### config.mk
export PLATFORM = sky130hd
export DESIGN_NAME = acs_sequencer
export DESIGN_NICKNAME = d
export VERILOG_FILES = /design/src/acs_pkg.sv /design/src/acs_sequencer.sv
export SDC_FILE = /design/constraint.sdc
export NUM_CORES = 1
export LEC_CHECK = 0
export BUFFER_PORTS_ARGS = -buffer_cell sky130_fd_sc_hd__buf_4
export CORE_ASPECT_RATIO = 1.2
export CORE_MARGIN = 10
export CORE_UTILIZATION = 52
export CTS_BUF_LIST = sky130_fd_sc_hd__clkbuf_16
export DETAILED_ROUTE_END_ITERATION = 6
export PLACE_DENSITY = 0.87
export SETUP_SLACK_MARGIN = 0.15
export SLEW_MARGIN = 20
export SYNTH_ARGS = -nofsm -noshare
export SYNTH_HDL_FRONTEND = slang
export SYNTH_SLANG_ARGS = --single-unit
### constraint.sdc
create_clock -name sys_clk -period 2.6 [get_ports sys_clk]
set_clock_uncertainty 0.1 [all_clocks]
set_input_delay 0.39 -clock sys_clk [delete_from_list [all_inputs] [get_ports sys_clk]]
set_output_delay 0.39 -clock sys_clk [all_outputs]
set_load 0.005 [all_outputs]
### src/acs_pkg.sv
/*
  Package for the converter sequencer: register offsets, field positions,
  reset values and conversion timing counts.
  Assumes byte-wide registers on a plain strobe port with 3 address bits.
*/
package acs_pkg;
  // Register offsets (byte registers)
  localparam logic [2:0] OFS_RESULT_LOW = 3'h0;
  localparam logic [2:0] OFS_RESULT_HIGH = 3'h1;
  localparam logic [2:0] OFS_CTRL_A = 3'h2;
  localparam logic [2:0] OFS_CTRL_B = 3'h3;
  localparam logic [2:0] OFS_MUX_REF = 3'h4;

  // converter_control_status_a fields
  localparam int CSA_ENABLE = 7;
  localparam int CSA_START = 6;
  localparam int CSA_AUTO = 5;
  localparam int CSA_FLAG = 4;
  localparam int CSA_IE = 3;
  localparam int CSA_PRESC_LSB = 0;
  // converter_control_status_b fields
  localparam int CSB_TRIG_LSB = 0;
  // mux_reference_select_reg fields
  localparam int MUX_REF_LSB = 6;
  localparam int MUX_ALIGN = 5;
  localparam int MUX_CH_LSB = 0;

  // Trigger select code that chooses the converter's own completion flag
  localparam logic [2:0] TRIG_FREE_RUN = 3'h0;

  // Reset values
  localparam logic [7:0] RST_CTRL_A = 8'h00;
  localparam logic [2:0] RST_TRIG_SEL = 3'h0;
  localparam logic [7:0] RST_MUX_REF = 8'h00;

  // Conversion timing in ADC clock cycles, kept as half cycles (x2)
  localparam logic [5:0] SH_NORM_HALF = 6'd3;    // 1.5 cycles
  localparam logic [5:0] LEN_NORM_HALF = 6'd26;  // 13 cycles
  localparam logic [5:0] SH_FIRST_HALF = 6'd27;  // 13.5 cycles
  localparam logic [5:0] LEN_FIRST_HALF = 6'd50; // 25 cycles
  localparam logic [5:0] SH_AUTO_HALF = 6'd4;    // 2 cycles after trigger
  localparam logic [5:0] LEN_AUTO_HALF = 6'd27;  // 13.5 cycles
  localparam logic [5:0] LAST_CYCLE_HALF = 6'd2; // final ADC cycle

  // CPU cycles of trigger synchronisation
  localparam int TRIG_SYNC_CYC = 3;

  // Prescaler counter reset value
  localparam logic [6:0] PRESC_RST = 7'h00;
endpackage : acs_pkg

### src/acs_sequencer.sv
/*
  Conversion sequencer for a 10-bit successive approximation converter:
  register port, ADC clock prescaler, start/trigger logic, conversion timing,
  channel lock, result lock and completion flag.
  Assumes the converter core presents its result on conv_result in the cycle
  that core_sample_q/done timing closes, and that trigger inputs come from
  logic on sys_clk.
*/
// Implementation choices: the plain strobed port and the register addresses.
// Summary of operation
// RL1: Result is 10 bits over two bytes, right adjusted unless alignment bit set.
// RL2: Reading low byte blocks result updates until high byte read; blocked results lost.
// RL3: Completion flag is still set when a blocked result is discarded.
// RL4: Writing start bit begins conversion; bit stays one until hardware clears it.
// RL5: Channel written mid-conversion only applies after that conversion.
// RL6: With auto trigger on, selected rising trigger edge resets prescaler and starts.
// RL7: Trigger high at completion or edges during conversion start nothing.
// RL8: Software clears a flag used as trigger before it can trigger again.
// RL9: With own completion flag as trigger, conversions run continuously.
// RL10: Start bit still starts single conversions in auto mode; reads one while busy.
// RL11: Prescaler runs while enable set and is held reset while clear.
// RL12: ADC clock is CPU clock divided by ratio from prescaler select field.
// RL13: Software should pick ADC clock between 50 kHz and 200 kHz.
// RL14: Software start begins at next rising ADC clock edge.
// RL15: Normal conversion 13 ADC cycles; first after enable 25.
// RL16: Sample-and-hold at 1.5 cycles, or 13.5 for the first conversion.
// RL17: Completion writes result, sets flag, clears start bit in single mode.
// RL18: Auto-triggered sample 2 cycles after trigger, 3 sync cycles, 13.5 long.
// RL19: Free running restarts immediately after completion, start bit stays high.
// RL20: Reference and channel selections act only while enabled.
// RL21: Software clears the power-reduction bit before enabling the converter.
// RL22: Channel field routes any input, ground or bandgap as single-ended input.
// RL23: Selections track until start, lock during conversion, resume in last cycle.
// RL24: Interrupt requested while flag and enable set; writing one clears flag.
`timescale 1ns/10ps
module acs_sequencer
  import acs_pkg::*;
#(
  parameter int TRIG_W = 8     // number of trigger source inputs
) (
  input wire logic sys_clk,             // 200 MHz CPU clock
  input wire logic rst_n,               // asynchronous reset, active low
  input wire logic [2:0] reg_addr,      // register address
  input wire logic [7:0] reg_wdata,     // write data
  input wire logic reg_wr,              // write strobe
  input wire logic reg_rd,              // read strobe
  output logic [7:0] reg_rdata_q,       // read data, cycle after strobe
  input wire logic [TRIG_W-1:0] trig_in, // on-chip trigger sources
  input wire logic [9:0] conv_result,   // converter core result
  output logic [3:0] core_channel_q,    // channel routed to the core
  output logic [1:0] core_reference_q,  // reference routed to the core
  output logic core_active_q,           // analog circuitry enabled
  output logic core_adc_clk_q,          // ADC clock level
  output logic core_start_q,            // conversion start pulse
  output logic core_sample_q,           // sample-and-hold pulse
  output logic irq_q                    // completion interrupt request
);

  // Divider mask: ratio 2^sel, with sel 0 also giving 2
  function automatic logic [6:0] presc_mask(input logic [2:0] sel);
    logic [7:0] ratio;
    ratio = 8'h01 << ((sel == 3'h0) ? 3'h1 : sel);
    presc_mask = 7'(ratio - 8'h01);
  endfunction : presc_mask

  logic enable_q, auto_q, ie_q, flag_q, pend_q, lock_q, align_q, busy_q, first_q;
  logic [2:0] presc_sel_q, trig_sel_q;
  logic [1:0] ref_reg_q;
  logic [3:0] ch_reg_q;
  logic [6:0] presc_q;
  logic [5:0] half_q, sh_q, len_q;
  logic [9:0] res_q;
  logic trig_prev_q;
  logic [TRIG_SYNC_CYC-1:0] trig_dly_q;

  logic wr_a, rd_lo, rd_hi, rise_tick, fall_tick, tick;
  logic trig_raw, trig_fire, free_run, done, sample, sw_start, start, restart;
  logic [6:0] mask;
  logic [5:0] half_nx;
  logic [15:0] res_view;

  assign wr_a = reg_wr && (reg_addr == OFS_CTRL_A);
  assign rd_lo = reg_rd && (reg_addr == OFS_RESULT_LOW);
  assign rd_hi = reg_rd && (reg_addr == OFS_RESULT_HIGH);

  // Prescaler ticks: rising ADC edge at wrap, falling edge half way
  assign mask = presc_mask(presc_sel_q);                          // [RL12]
  assign rise_tick = enable_q && (presc_q == mask);
  assign fall_tick = enable_q && (presc_q == (mask >> 1));
  assign tick = rise_tick || fall_tick;

  assign free_run = auto_q && (trig_sel_q == TRIG_FREE_RUN);
  assign trig_raw = (trig_sel_q == TRIG_FREE_RUN) ? 1'b0 : trig_in[trig_sel_q];
  // Edges seen while busy are dropped, not remembered
  assign trig_fire = trig_dly_q[TRIG_SYNC_CYC-1] && auto_q && enable_q && !busy_q; // [RL6] [RL7]

  assign half_nx = 6'(half_q + 6'd1);
  assign done = busy_q && tick && (half_nx == len_q);
  assign sample = busy_q && tick && (half_nx == sh_q);
  assign restart = done && free_run;                               // [RL9] [RL19]
  assign sw_start = rise_tick && (pend_q || restart) && (!busy_q || done) && !trig_fire; // [RL14] [RL10]
  assign start = sw_start || trig_fire;

  // Register configuration
  always_ff @(posedge sys_clk or negedge rst_n) begin
    if (!rst_n) begin
      enable_q <= RST_CTRL_A[CSA_ENABLE];
      auto_q <= RST_CTRL_A[CSA_AUTO];
      ie_q <= RST_CTRL_A[CSA_IE];
      presc_sel_q <= RST_CTRL_A[CSA_PRESC_LSB +: 3];
      trig_sel_q <= RST_TRIG_SEL;
      ref_reg_q <= RST_MUX_REF[MUX_REF_LSB +: 2];
      align_q <= RST_MUX_REF[MUX_ALIGN];
      ch_reg_q <= RST_MUX_REF[MUX_CH_LSB +: 4];
    end else if (reg_wr) begin
      unique case (reg_addr)
        OFS_CTRL_A: begin
          enable_q <= reg_wdata[CSA_ENABLE];
          auto_q <= reg_wdata[CSA_AUTO];
          ie_q <= reg_wdata[CSA_IE];
          presc_sel_q <= reg_wdata[CSA_PRESC_LSB +: 3];
        end
        OFS_CTRL_B: trig_sel_q <= reg_wdata[CSB_TRIG_LSB +: 3];
        OFS_MUX_REF: begin
          ref_reg_q <= reg_wdata[MUX_REF_LSB +: 2];
          align_q <= reg_wdata[MUX_ALIGN];                          // [RL1]
          ch_reg_q <= reg_wdata[MUX_CH_LSB +: 4];                  // [RL22]
        end
        default: ;
      endcase
    end
  end

  // Prescaler: held reset while disabled, restarted by a trigger
  always_ff @(posedge sys_clk or negedge rst_n) begin
    if (!rst_n) begin
      presc_q <= PRESC_RST;
    end else if (!enable_q || trig_fire || presc_q == mask) begin // [RL11] [RL6]
      presc_q <= PRESC_RST;
    end else begin
      presc_q <= 7'(presc_q + 7'd1);
    end
  end

  always_ff @(posedge sys_clk or negedge rst_n) begin
    if (!rst_n) begin
      core_adc_clk_q <= 1'b0;
    end else if (!enable_q || trig_fire) begin
      core_adc_clk_q <= 1'b0;
    end else if (rise_tick) begin
      core_adc_clk_q <= 1'b1;
    end else if (fall_tick) begin
      core_adc_clk_q <= 1'b0;
    end
  end

  // Trigger edge detect plus synchronisation delay
  always_ff @(posedge sys_clk or negedge rst_n) begin
    if (!rst_n) begin
      trig_prev_q <= 1'b0;
      trig_dly_q <= '0;
    end else begin
      trig_prev_q <= trig_raw;
      trig_dly_q <= {trig_dly_q[TRIG_SYNC_CYC-2:0], trig_raw && !trig_prev_q}; // [RL18]
    end
  end

  // Pending software start; reads as start bit together with busy
  always_ff @(posedge sys_clk or negedge rst_n) begin
    if (!rst_n) begin
      pend_q <= 1'b0;
    end else if (wr_a && !reg_wdata[CSA_ENABLE]) begin
      pend_q <= 1'b0;
    end else if (wr_a && reg_wdata[CSA_START]) begin
      pend_q <= 1'b1;                                               // [RL4]
    end else if (start) begin
      pend_q <= 1'b0;
    end
  end

  // Conversion timing in half ADC cycles
  always_ff @(posedge sys_clk or negedge rst_n) begin
    if (!rst_n) begin
      busy_q <= 1'b0;
      half_q <= 6'd0;
      sh_q <= SH_NORM_HALF;
      len_q <= LEN_NORM_HALF;
      first_q <= 1'b1;
    end else if (!enable_q) begin
      busy_q <= 1'b0;                                               // [RL20]
      half_q <= 6'd0;
      first_q <= 1'b1;
    end else if (start) begin
      busy_q <= 1'b1;
      half_q <= 6'd0;
      first_q <= 1'b0;
      if (first_q) begin
        sh_q <= SH_FIRST_HALF;                                      // [RL15] [RL16]
        len_q <= LEN_FIRST_HALF;
      end else if (trig_fire) begin
        sh_q <= SH_AUTO_HALF;                                       // [RL18]
        len_q <= LEN_AUTO_HALF;
      end else begin
        sh_q <= SH_NORM_HALF;                                       // [RL15] [RL16]
        len_q <= LEN_NORM_HALF;
      end
    end else if (done) begin
      busy_q <= 1'b0;                                               // [RL17]
      half_q <= 6'd0;
    end else if (busy_q && tick) begin
      half_q <= half_nx;
    end
  end

  // Core strobes
  always_ff @(posedge sys_clk or negedge rst_n) begin
    if (!rst_n) begin
      core_start_q <= 1'b0;
      core_sample_q <= 1'b0;
      core_active_q <= 1'b0;
    end else begin
      core_start_q <= start;
      core_sample_q <= sample;
      core_active_q <= enable_q;
    end
  end

  // Selections track until start, locked mid-conversion, free in last cycle
  always_ff @(posedge sys_clk or negedge rst_n) begin
    if (!rst_n) begin
      core_channel_q <= RST_MUX_REF[MUX_CH_LSB +: 4];
      core_reference_q <= RST_MUX_REF[MUX_REF_LSB +: 2];
    end else if (enable_q && !start && (!busy_q || 6'(half_q + LAST_CYCLE_HALF) >= len_q)) begin // [RL23] [RL5] [RL20]
      core_channel_q <= ch_reg_q;
      core_reference_q <= ref_reg_q;
    end
  end

  // Result and read lock; a locked completion drops its result
  always_ff @(posedge sys_clk or negedge rst_n) begin
    if (!rst_n) begin
      lock_q <= 1'b0;
    end else if (rd_hi) begin
      lock_q <= 1'b0;                                               // [RL2]
    end else if (rd_lo) begin
      lock_q <= 1'b1;                                               // [RL2]
    end
  end

  always_ff @(posedge sys_clk or negedge rst_n) begin
    if (!rst_n) begin
      res_q <= 10'h000;
    end else if (done && !lock_q) begin
      res_q <= conv_result;                                         // [RL2] [RL17]
    end
  end

  // Completion flag: a new completion beats a same-cycle clear
  always_ff @(posedge sys_clk or negedge rst_n) begin
    if (!rst_n) begin
      flag_q <= RST_CTRL_A[CSA_FLAG];
    end else if (done) begin
      flag_q <= 1'b1;                                               // [RL3] [RL17]
    end else if (wr_a && reg_wdata[CSA_FLAG]) begin
      flag_q <= 1'b0;                                               // [RL24]
    end
  end

  always_ff @(posedge sys_clk or negedge rst_n) begin
    if (!rst_n) begin
      irq_q <= 1'b0;
    end else begin
      irq_q <= flag_q && ie_q;                                      // [RL24]
    end
  end

  // Read port
  assign res_view = align_q ? {res_q, 6'h00} : {6'h00, res_q};      // [RL1]

  always_ff @(posedge sys_clk or negedge rst_n) begin
    if (!rst_n) begin
      reg_rdata_q <= 8'h00;
    end else if (!reg_rd) begin
      reg_rdata_q <= 8'h00;
    end else begin
      unique case (reg_addr)
        OFS_RESULT_LOW: reg_rdata_q <= res_view[7:0];
        OFS_RESULT_HIGH: reg_rdata_q <= res_view[15:8];
        OFS_CTRL_A: reg_rdata_q <= {enable_q, pend_q || busy_q, auto_q, flag_q, ie_q, presc_sel_q}; // [RL10]
        OFS_CTRL_B: reg_rdata_q <= {5'h00, trig_sel_q};
        OFS_MUX_REF: reg_rdata_q <= {ref_reg_q, align_q, 1'b0, ch_reg_q};
        default: reg_rdata_q <= 8'h00;
      endcase
    end
  end
endmodule : acs_sequencer

==> key figures, run 1 <==
Power and ir drop
  – Peak VDD IR: 568 uV
  – Pleak: 2.21 nW
  – Power per cell area: 799 nW/um^2

Floorplan
  – Die width: 97.2 um
  – Die height: 113 um
  – Die ar.: 10900 sq um
  – Core Area: 6900 sq um
  – FP Rows: 33
  – # IOs: 52
  – Starting density of the core: 53.9%

Timing
  – Setup WS post-layout: -0.0458 ns
  – Final Max Slew Viols: 0
  – Final period util: 102%
  – Max-Slew Margin vs Limit: 42.0%
  – Min Hold Slack: 0.0799 ns
  – Final hold vios: 0
  – F_max: 0.378 GHz
  – Min Tclk post-route: 2.65 ns
  – Slew of the pin with the lowest slew margin: 0.869 ns
  – RSZ-0062 raised after global routing: true
  – Final setup vio count: 10

Outcome
  – Failing checks: setup timing
  – Status: finished with violations

Synth
  – Synth warnings: 0
  – Syn_nets: 401
  – Async SR Flop Fraction: 100%
  – Most frequent cells after synthesis: dfrtp_1 (68), nor2_1 (31), nand2_1 (30)
  – Number of synthesized flops with an enable pin: 0
  – Largest area contributor in the netlist: dfrtp_1
  – Prevailing post-synth register cell: dfrtp_1
  – Area contributors post-synth: dfrtp_1 (46%), mux2_2 (6.1%), mux2_4 (4.0%)
  – Most frequent cell after synthesis: dfrtp_1
  – Synth Register Bits: 71
  – Yosys top cell area share: 45.8%
  – Register area share after synthesis: 47.9%
  – Cells after Synth: 362
  – Mapped Avg Cell Area: 10.3 sq um
  – Synth unique cells: 52
  – Synthesized cell area: 3710 sq um

Min path
  – Worst hold-check path type: in2async

Clock tree
  – CTS Buf Count: 9
  – Clock slew seen by the registers of the worst setup and hold paths: 0.06 ns
  – Worst-skew pair later-pin latency: 0.34 ns
  – CTS sink cnt: 71
  – CTS Root Cell: clkbuf_16
  – Htree depth: 3
  – TritonCTS clock tree: built
  – Worst-case clock buffer depth: 2

Routing
  – Final antenna-violating net count: 0
  – Vias: 3115
  – DRT Wirelength: 10.1 mm
  – First-pass DRT Iterations: 4
  – Initial drt markers: 292
  – Via density per instance: 5.96
  – DRC Markers: 0
  – Wire length per cell: 19.3 um

Placed design
  – Post-Place Worst Slack: -0.0600 ns
  – IO buf count: 50
  – Placed inst area: 4260 sq um
  – RePlAce Congestion: 0.943
  – DP Wirelength: 6.49 mm

Critical path
  – CP Data Required Time: 2.72 ns
  – Crit Path Class: reg2reg
  – CP startpoint kind: flip-flop
  – Max FO, Critical Path: 10
  – Crit path DAT: 2.76 ns
  – CP endpoint kind: flip-flop
  – R2R Setup Slk: -0.05 ns

Layout
  – Area grow syn2layout: 30.3%
  – Nets: 470
  – Final Instance Area: 4840 sq um
  – Ratio of cells with drive above 1 in the final layout: 33.9%
  – # fillers: 462
  – N_diodes: 0

Job
  – Max-cap viol count: 0

Global route
  – First-pass GRT wire length: 15.7 mm
  – Global route overflow: 0
  – Vias in the first global route: 3159
  – Overall Global Routing Usage: 17.5%
  – Initial antenna violation count: 0
  – Largest net degree at the start of global routing: 72
layout make-up:
cell class / instances / area, sq um / area share (%)
Tap cell: 87 / 109 / 2.25
Clock inverter: 7 / 114 / 2.35
Sequential cell: 71 / 1780 / 36.9
Multi-Input combinational cell: 257 / 1950 / 40.2
Timing Repair Buffer: 77 / 606 / 12.5
Inverter: 15 / 56.3 / 1.16
Clock buffer: 9 / 225 / 4.65
sequential cells by signal, indices dropped and copies added, names as in the netlist, 3 cells and up:
name and flops:
res_q 10, reg_rdata_q 8, presc_q 7, half_q 6
ch_reg_q 4, core_channel_q 4, presc_sel_q 3, sh_q 3
trig_dly_q 3, trig_sel_q 3
cell families after synthesis:
kind of cell	synth area share, %
fa+ha+maj	2.02
mux	12.6
buf+inv	3.77
simple gates	14.3
xor+xnor	5.46
compound gates	13.9
flops	47.9
worst paths after layout:
check,to,cells past startpoint,startpoint
max in group asynchronous,presc_sel_q[2]$_DFFE_PN0P_,1,rst_n
setup / recovery,res_q[2]$_DFFE_PN0P_,8,presc_sel_q[1]$_DFFE_PN0P_
setup reg to reg,res_q[2]$_DFFE_PN0P_,8,presc_sel_q[1]$_DFFE_PN0P_
min in group sys_clk,res_q[6]$_DFFE_PN0P_,2,conv_result[6]
hold reg to reg,trig_dly_q[1]$_DFF_PN0_,0,trig_dly_q[0]$_DFF_PN0_
hold / removal,half_q[5]$_DFFE_PN0P_,1,rst_n
critical path, stage by stage (launching register included):
cell,delay (ns)
dfrtp_2,0.44
or3b_4,0.43
a2111oi_4,0.32
a31oi_2,0.10
a211oi_4,0.21
o21ai_2,0.10
or3_4,0.36
buf_12,0.16
mux2_4,0.30
metrics by stage:
stage	TNS (ns)	total power (W)	std cells	util [%]
2_1_floorplan	0	0.00194	362	-
3_3_place_gp	0	0.00227	499	61.7
3_5_place_dp	-0.542	0.00232	499	61.7
4_1_cts	-0.225	0.00379	522	68.2
5_1_grt	-1.27	0.00403	523	70.2
6_report	-0.384	0.00387	523	70.2
per-layer routing:
metal  track usage (%)  vias up  routed length [um]
li1                  -     1423                   -
met1              19.0     1532                3930
met2              30.3      127                5190
met3              5.34       33                 659
met4              8.28        0                 308
met5                 0        -                   0
repair_timing:
item,CTS,global route
setup endpoints to repair,19,30
pin swaps,5,3
hold buffers,0,0
gates cloned,0,0
gates resized for setup,13,28
buffers inserted,7,1
power by group:
| part | switching [W] | internal [W] | total, W | leakage (nW) |
|---|---|---|---|---|
| sequential | 0.000191 | 0.00132 | 0.00151 | 0.894 |
| clock | 0.000468 | 0.000931 | 0.00140 | 0.168 |
| combinational | 0.000453 | 0.000505 | 0.000958 | 1.15 |
layout by cell type (no fill, tap or decap), types with 9 or more instances in the layout:
master and n:
mux2_4 16, nand3_1 14, o21ai_0 21, nor2_1 31, inv_1 17, dfrtp_1 65
buf_4 72, xnor2_1 10, clkbuf_16 9, nand2_1 29, a21oi_1 25, mux2_2 14
No activity file was read; power rests on OpenSTA's default activity.
==> run 2: changes to the inputs <==
--- a/config.mk
+++ b/config.mk
@@ -11,4 +11,5 @@
 export CORE_UTILIZATION = 52
 export CTS_BUF_LIST = sky130_fd_sc_hd__clkbuf_16
+export CTS_CLUSTER_DIAMETER = 40
 export DETAILED_ROUTE_END_ITERATION = 6
 export PLACE_DENSITY = 0.87
==> constraint.sdc (replaced) <==
create_clock -name sys_clk -period 2.6 [get_ports sys_clk]
set_clock_uncertainty 0.1 [all_clocks]
set_input_delay 0.26 -clock sys_clk [delete_from_list [all_inputs] [get_ports sys_clk]]
set_output_delay 0.26 -clock sys_clk [all_outputs]
set_load 0.005 [all_outputs]
==> key figures, run 2 (synthesis results as in run 1) <==
Outcome
  – Status: finished with violations (unchanged)
  – Failing checks: setup timing (unchanged)

Power and ir drop
  – Peak VDD IR: 677 uV (was 568 uV)
  – Seq pwr share: 40.3% (was 39.0%)
  – Internal power: 0.00264 W (was 0.00275 W)
  – Clock share of power: 35.1% (was 36.2%)
  – Power share of the combinational group: 24.6% (was 24.8%)
  – Switching share of total power: 28.9% (was 28.8%)
  – Pleak: 2.19 nW (was 2.21 nW)
  – Power per cell area: 779 nW/um^2 (was 799 nW/um^2)
  – Total power: 0.00372 W (was 0.00387 W)
  – Switching Power: 0.00108 W (was 0.00111 W)

Timing
  – Final period util: 101% (was 102%)
  – Final setup vio count: 10 (unchanged)
  – Setup WS post-layout: -0.0331 ns (was -0.0458 ns)
  – F_max: 0.380 GHz (was 0.378 GHz)
  – Max-Slew Margin vs Limit: 42.3% (was 42.0%)
  – Final hold vios: 0 (unchanged)
  – Final Max Slew Viols: 0 (unchanged)
  – RSZ-0062 raised after global routing: true (unchanged)
  – Min Tclk post-route: 2.63 ns (was 2.65 ns)
  – Slew of the pin with the lowest slew margin: 0.866 ns (was 0.869 ns)
  – Sum of negative setup slack: -0.270 ns (was -0.384 ns)
  – Min Hold Slack: 0.0484 ns (was 0.0799 ns)

Layout
  – # fillers: 479 (was 462)
  – Multi-input gate area: 1930 sq um (was 1950 sq um)
  – Area grow syn2layout: 28.5% (was 30.3%)
  – Most common cell after layout, fill and taps aside: buf_4 (unchanged)
  – Final Instance Area: 4770 sq um (was 4840 sq um)
  – Ratio of cells with drive above 1 in the final layout: 33.4% (was 33.9%)
  – Max FFs per register: 10 (unchanged)
  – Most frequent cells in the layout: buf_4 (73), dfrtp_1 (65), nor2_1 (31), nand2_1 (29), a21oi_1 (23) (was buf_4 (72), dfrtp_1 (65), nor2_1 (31), nand2_1 (29), a21oi_1 (25))
  – Biggest register: res_q (unchanged)
  – Nets: 468 (was 470)
  – N_diodes: 0 (unchanged)
  – Total area of sequential cells: 1780 sq um (unchanged)
  – Regs by FF count: res_q: 10 flops, reg_rdata_q: 8 flops, presc_q: 7 flops (unchanged)

Floorplan
  – Die ar.: 10900 sq um (unchanged)
  – Die width: 97.2 um (unchanged)
  – Core Area: 6900 sq um (unchanged)
  – FP Rows: 33 (unchanged)
  – # IOs: 52 (unchanged)
  – Die height: 113 um (unchanged)
  – Starting density of the core: 53.9% (unchanged)

Global route
  – Global route overflow: 0 (unchanged)
  – Largest net degree at the start of global routing: 72 (unchanged)
  – Vias in the first global route: 3144 (was 3159)
  – Overall Global Routing Usage: 17.7% (was 17.5%)
  – First-pass GRT wire length: 16.0 mm (was 15.7 mm)
  – Initial antenna violation count: 0 (unchanged)

Clock tree
  – CTS Buf Count: 9 (unchanged)
  – Htree depth: 3 (unchanged)
  – Clock slew seen by the registers of the worst setup and hold paths: 0.06 ns (about the same)
  – CTS Root Cell: clkbuf_16 (unchanged)
  – Worst-skew pair later-pin latency: 0.34 ns (about the same)
  – CTS sink cnt: 71 (unchanged)
  – Worst-case clock buffer depth: 2 (unchanged)
  – TritonCTS clock tree: built (unchanged)

Min path
  – Worst hold-check path type: in2reg (was in2async)

Routing
  – DRC Markers: 0 (unchanged)
  – Wire length per cell: 18.6 um (was 19.3 um)
  – Vias: 3098 (was 3115)
  – Initial drt markers: 379 (was 292)
  – Final antenna-violating net count: 0 (unchanged)
  – Via density per instance: 5.95 (was 5.96)
  – First-pass DRT Iterations: 6 (was 4)
  – DRT Wirelength: 9.71 mm (was 10.1 mm)

Critical path
  – CP startpoint kind: flip-flop (unchanged)
  – Crit Path Class: reg2reg (unchanged)
  – CP Data Required Time: 2.72 ns (about the same)
  – Crit path DAT: 2.76 ns (about the same)
  – Max FO, Critical Path: 10 (unchanged)
  – CP endpoint kind: flip-flop (unchanged)

Placed design
  – RePlAce Congestion: 0.955 (was 0.943)
  – IO buf count: 50 (unchanged)
  – DP Wirelength: 6.58 mm (was 6.49 mm)
  – Placed inst area: 4250 sq um (was 4260 sq um)

Job
  – Max-cap viol count: 0 (unchanged)
==> run 2: cell count changes in the layout (fill, tap and decap cells not counted), sizes merged <==
cell and delta:
inv +1, buf -3, clkinv +1, dlygate4sd3 +1
clkinvlp -1, bufinv -1
==> run 2: area by class of cell <==
type | count | area share [%]
clock buffers | 9 | 4.72
clock inverters | 7 | 1.86
inverters | 15 | 1.18
multi-input cells | 257 | 40.5
flip-flops and latches | 71 | 37.4
well taps | 87 | 2.28
repair buffers | 75 | 12.1
==> run 2: worst max-delay path, cell delays in order, from the launching register on <==
cell	delay, ns
dfrtp_2	0.44
or3b_4	0.42
a2111oi_4	0.31
a31oi_2	0.09
a211oi_2	0.24
o21ai_2	0.10
or3_4	0.35
buf_12	0.16
mux2_4	0.30
==> run 2: per-layer routing <==
layer  track usage [%]  vias up  wire [um]
met4              8.97        0        253
met3              4.66       25        618
li1                  -     1424          -
met2              29.1      119       4870
met1              21.0     1530       3960
met5                 0        -          0
==> run 2: power groups by stage <==
stage	Clock [W]	Combinational (W)	Sequential (W)
after floorplan	0	0.000488	0.00146
after global placement	0	0.000775	0.00149
after detailed placement	0	0.000811	0.00150
after CTS	0.00131	0.000885	0.00149
after global routing	0.00136	0.00100	0.00153
final	0.00130	0.000914	0.00150
==> run 2: final timing paths <==
kind	start	end	slack, ns	depth (start not counted)
max in group asynchronous	rst_n	presc_sel_q[1]$_DFFE_PN0P_	1.30	2
worst min-delay path	conv_result[8]	res_q[8]$_DFFE_PN0P_	0.05	2
worst min register to register	trig_dly_q[0]$_DFF_PN0_	trig_dly_q[1]$_DFF_PN0_	0.25	0
min in group asynchronous	rst_n	core_start_q$_DFF_PN0_	0.48	2
worst max-delay path	presc_sel_q[1]$_DFFE_PN0P_	res_q[9]$_DFFE_PN0P_	-0.03	8
worst max register to register	presc_sel_q[1]$_DFFE_PN0P_	res_q[9]$_DFFE_PN0P_	-0.03	8
==> run 2: stage by stage <==
step	utilization [%]	setup WS [ns]	std cells
floorplan	-	0.0979	362
global placement	61.6	0.0224	498
detailed placement	61.6	-0.0233	498
CTS	67.9	-0.00773	520
global route	69.2	-0.0953	521
finish	69.2	-0.0331	521
==> run 2: what timing repair did <==
item	CTS	global route
resized for setup	18	18
buffers inserted	5	1
pin swaps	4	0
hold endpoints to repair	68	0
hold buffers	1	0
setup endpoints to repair	19	28
gates cloned	0	0
==> run 3: changes to the inputs <==
- CORE_UTILIZATION: 52 -> 30
- PLACE_DENSITY: 0.87 -> 0.6
==> key figures, run 3 (synthesis results as in run 1) <==
Critical path
  – Max FO, Critical Path: 3 (was 10)
  – Worst flop-to-flop path endpoint: busy_q$_DFFE_PN0P_ (was res_q[9]$_DFFE_PN0P_)
  – CP endpoint kind: flip-flop (unchanged)
  – Crit Path Class: reg2reg (unchanged)
  – CP startpoint kind: flip-flop (unchanged)
  – R2R Path Start: presc_sel_q[1]$_DFFE_PN0P_ (unchanged)
  – Crit path DAT: 2.74 ns (was 2.76 ns)
  – Reg2reg path depth: 12 (was 8)
  – R2R Setup Slk: -0.05 ns (was -0.03 ns)
  – CP Data Required Time: 2.70 ns (was 2.72 ns)

Routing
  – Final antenna-violating net count: 0 (unchanged)
  – Initial drt markers: 115 (was 379)
  – First-pass DRT Iterations: 4 (was 6)
  – Wire length per cell: 16.5 um (was 18.6 um)
  – Via density per instance: 5.02 (was 5.95)
  – DRT Wirelength: 9.91 mm (was 9.71 mm)
  – Vias: 3011 (was 3098)
  – DRC Markers: 0 (unchanged)

Placed design
  – IO buf count: 50 (unchanged)
  – RePlAce Congestion: 0.855 (was 0.955)
  – DP Cell Count: 571 (was 498)
  – DP Wirelength: 6.99 mm (was 6.58 mm)

Floorplan
  – Starting density of the core: 30.7% (was 53.9%)
  – Die width: 122 um (was 97.2 um)
  – Die ar.: 17300 sq um (was 10900 sq um)
  – # IOs: 52 (unchanged)
  – Die height: 142 um (was 113 um)
  – FP Rows: 44 (was 33)
  – Core Area: 12100 sq um (was 6900 sq um)

Layout
  – Layout Cells excl Fill: 600 (was 521)
  – Biggest register: res_q (unchanged)
  – Most frequent cells in the layout: buf_4 (70), dfrtp_1 (66), nand2_1 (29), nor2_1 (27), a21oi_1 (22) (was buf_4 (73), dfrtp_1 (65), nor2_1 (31), nand2_1 (29), a21oi_1 (23))
  – N_diodes: 0 (unchanged)
  – Area grow syn2layout: 31.4% (was 28.5%)
  – # fillers: 1215 (was 479)
  – Final Util: 40.3% (was 69.2%)
  – Max FFs per register: 10 (unchanged)
  – Most common cell after layout, fill and taps aside: buf_4 (unchanged)
  – Ratio of cells with drive above 1 in the final layout: 35.1% (was 33.4%)
  – Regs by FF count: res_q: 10 flops, reg_rdata_q: 8 flops, presc_q: 7 flops (unchanged)
  – Nets: 473 (was 468)

Global route
  – First-pass GRT wire length: 16.0 mm (about the same)
  – Largest net degree at the start of global routing: 72 (unchanged)
  – GR peak layer: met2 (unchanged)
  – Initial antenna violation count: 0 (unchanged)
  – Met2 Resource Use GR: 19.1% (was 29.1%)
  – Overall Global Routing Usage: 11.7% (was 17.7%)
  – GR Util met3: 2.86% (was 4.66%)
  – Vias in the first global route: 3130 (was 3144)
  – Global route overflow: 0 (unchanged)
  – Met1 Usage GRT: 14.1% (was 21.0%)

Timing
  – Final hold vios: 0 (unchanged)
  – Slew of the pin with the lowest slew margin: 0.889 ns (was 0.866 ns)
  – Final setup vio count: 12 (was 10)
  – RSZ-0062 raised after global routing: true (unchanged)
  – Final period util: 102% (was 101%)
  – Setup WS post-layout: -0.0450 ns (was -0.0331 ns)
  – F_max: 0.378 GHz (was 0.380 GHz)
  – Final Max Slew Viols: 0 (unchanged)
  – Min Tclk post-route: 2.65 ns (was 2.63 ns)
  – Max-Slew Margin vs Limit: 40.7% (was 42.3%)

Min path
  – Worst Hold Launch: conv_result[3] (was conv_result[8])
  – Hold path depth: 2 (unchanged)
  – Worst hold-check path type: in2reg (unchanged)
  – Worst Hold End: res_q[3]$_DFFE_PN0P_ (was res_q[8]$_DFFE_PN0P_)

Clock tree
  – CTS Buf Count: 9 (unchanged)
  – Htree depth: 3 (unchanged)
  – CTS sink cnt: 71 (unchanged)
  – Clock slew seen by the registers of the worst setup and hold paths: 0.06 ns (about the same)
  – CTS Root Cell: clkbuf_16 (unchanged)
  – TritonCTS clock tree: built (unchanged)
  – Worst-case clock buffer depth: 2 (unchanged)
  – Worst-skew pair later-pin latency: 0.34 ns (about the same)

Power and ir drop
  – Power per cell area: 739 nW/um^2 (was 779 nW/um^2)
  – Peak VDD IR: 464 uV (was 677 uV)
  – Pleak: 2.17 nW (was 2.19 nW)
  – Total power: 0.00361 W (was 0.00372 W)

Job
  – Max-cap viol count: 0 (unchanged)

Outcome
  – Failing checks: setup timing (unchanged)
  – Status: finished with violations (unchanged)
==> run 3: cell types whose count changed in the layout (fill, tap and decap cells not counted), sizes merged <==
cell	delta
buf	+5
inv	-3
clkinv	+2
clkinvlp	+2
bufinv	-1
==> run 3: stage by stage <==
stage | instance area, sq um | worst slack [ns] | TNS (ns) | hold WS, ns
floorplan | 3710 | 0.0979 | 0 | -0.136
CTS | 4760 | 0.0274 | 0 | 0.0416
finish | 4880 | -0.0450 | -0.358 | 0.0507
global route | 4880 | -0.116 | -1.66 | 0.0427
detailed placement | 4340 | -0.0178 | -0.168 | 0.245
global placement | 4340 | 0.0371 | 0 | 0.235
==> run 3: critical path, cell delays in order (launching register included) <==
cell and delay [ns]:
dfrtp_1 0.38, or3b_4 0.42, a2111oi_4 0.39, a31oi_4 0.09, buf_4 0.16, buf_6 0.11
buf_6 0.10, buf_6 0.10, buf_6 0.10, buf_6 0.10, a21o_1 0.21, a21oi_2 0.14
o211ai_1 0.10
==> run 3: cell type report <==
class                           count  area, sq um  share of cell area, %
Multi-Input combinational cell    257         1920                   39.3
Sequential cell                    71         1780                   36.5
Timing Repair Buffer               80          634                   13.0
Clock buffer                        9          225                   4.61
Tap cell                          161          201                   4.13
Clock inverter                      7         63.8                   1.31
Inverter                           15         56.3                   1.15
==> run 3: how the worst max path moves through the flow <==
stage                                     startpoint                            end  cells past startpoint
after floorplan                 presc_q[0]$_DFF_PN0_           res_q[0]$_DFFE_PN0P_                      8
after global placement    presc_sel_q[1]$_DFFE_PN0P_           res_q[9]$_DFFE_PN0P_                      8
after detailed placement  presc_sel_q[1]$_DFFE_PN0P_  core_channel_q[3]$_DFFE_PN0P_                     10
after CTS                 presc_sel_q[1]$_DFFE_PN0P_           res_q[6]$_DFFE_PN0P_                      8
after global routing      presc_sel_q[1]$_DFFE_PN0P_             busy_q$_DFFE_PN0P_                     12
final                     presc_sel_q[1]$_DFFE_PN0P_             busy_q$_DFFE_PN0P_                     12
==> run 3: power by group <==
part	leakage [nW]	internal (W)	switching [W]
combinational	1.13	0.000481	0.000436
clock	0.139	0.000733	0.000465
sequential	0.895	0.00132	0.000176
total	2.17	0.00253	0.00108
==> run 3: what timing repair did <==
item,in CTS,in global routing
pin swaps,3,8
gates resized for setup,15,25
buffers inserted,7,3
setup endpoints to repair,19,33
hold buffers,1,0
hold endpoints to repair,68,0
gates cloned,1,1
==> run 3: metal layers <==
metal  vias to the layer above  wire length [um]
li1                       1423                 -
met5                         -                 0
met2                        86              5020
met1                      1481              4160
met4                         0               263
met3                        21               469
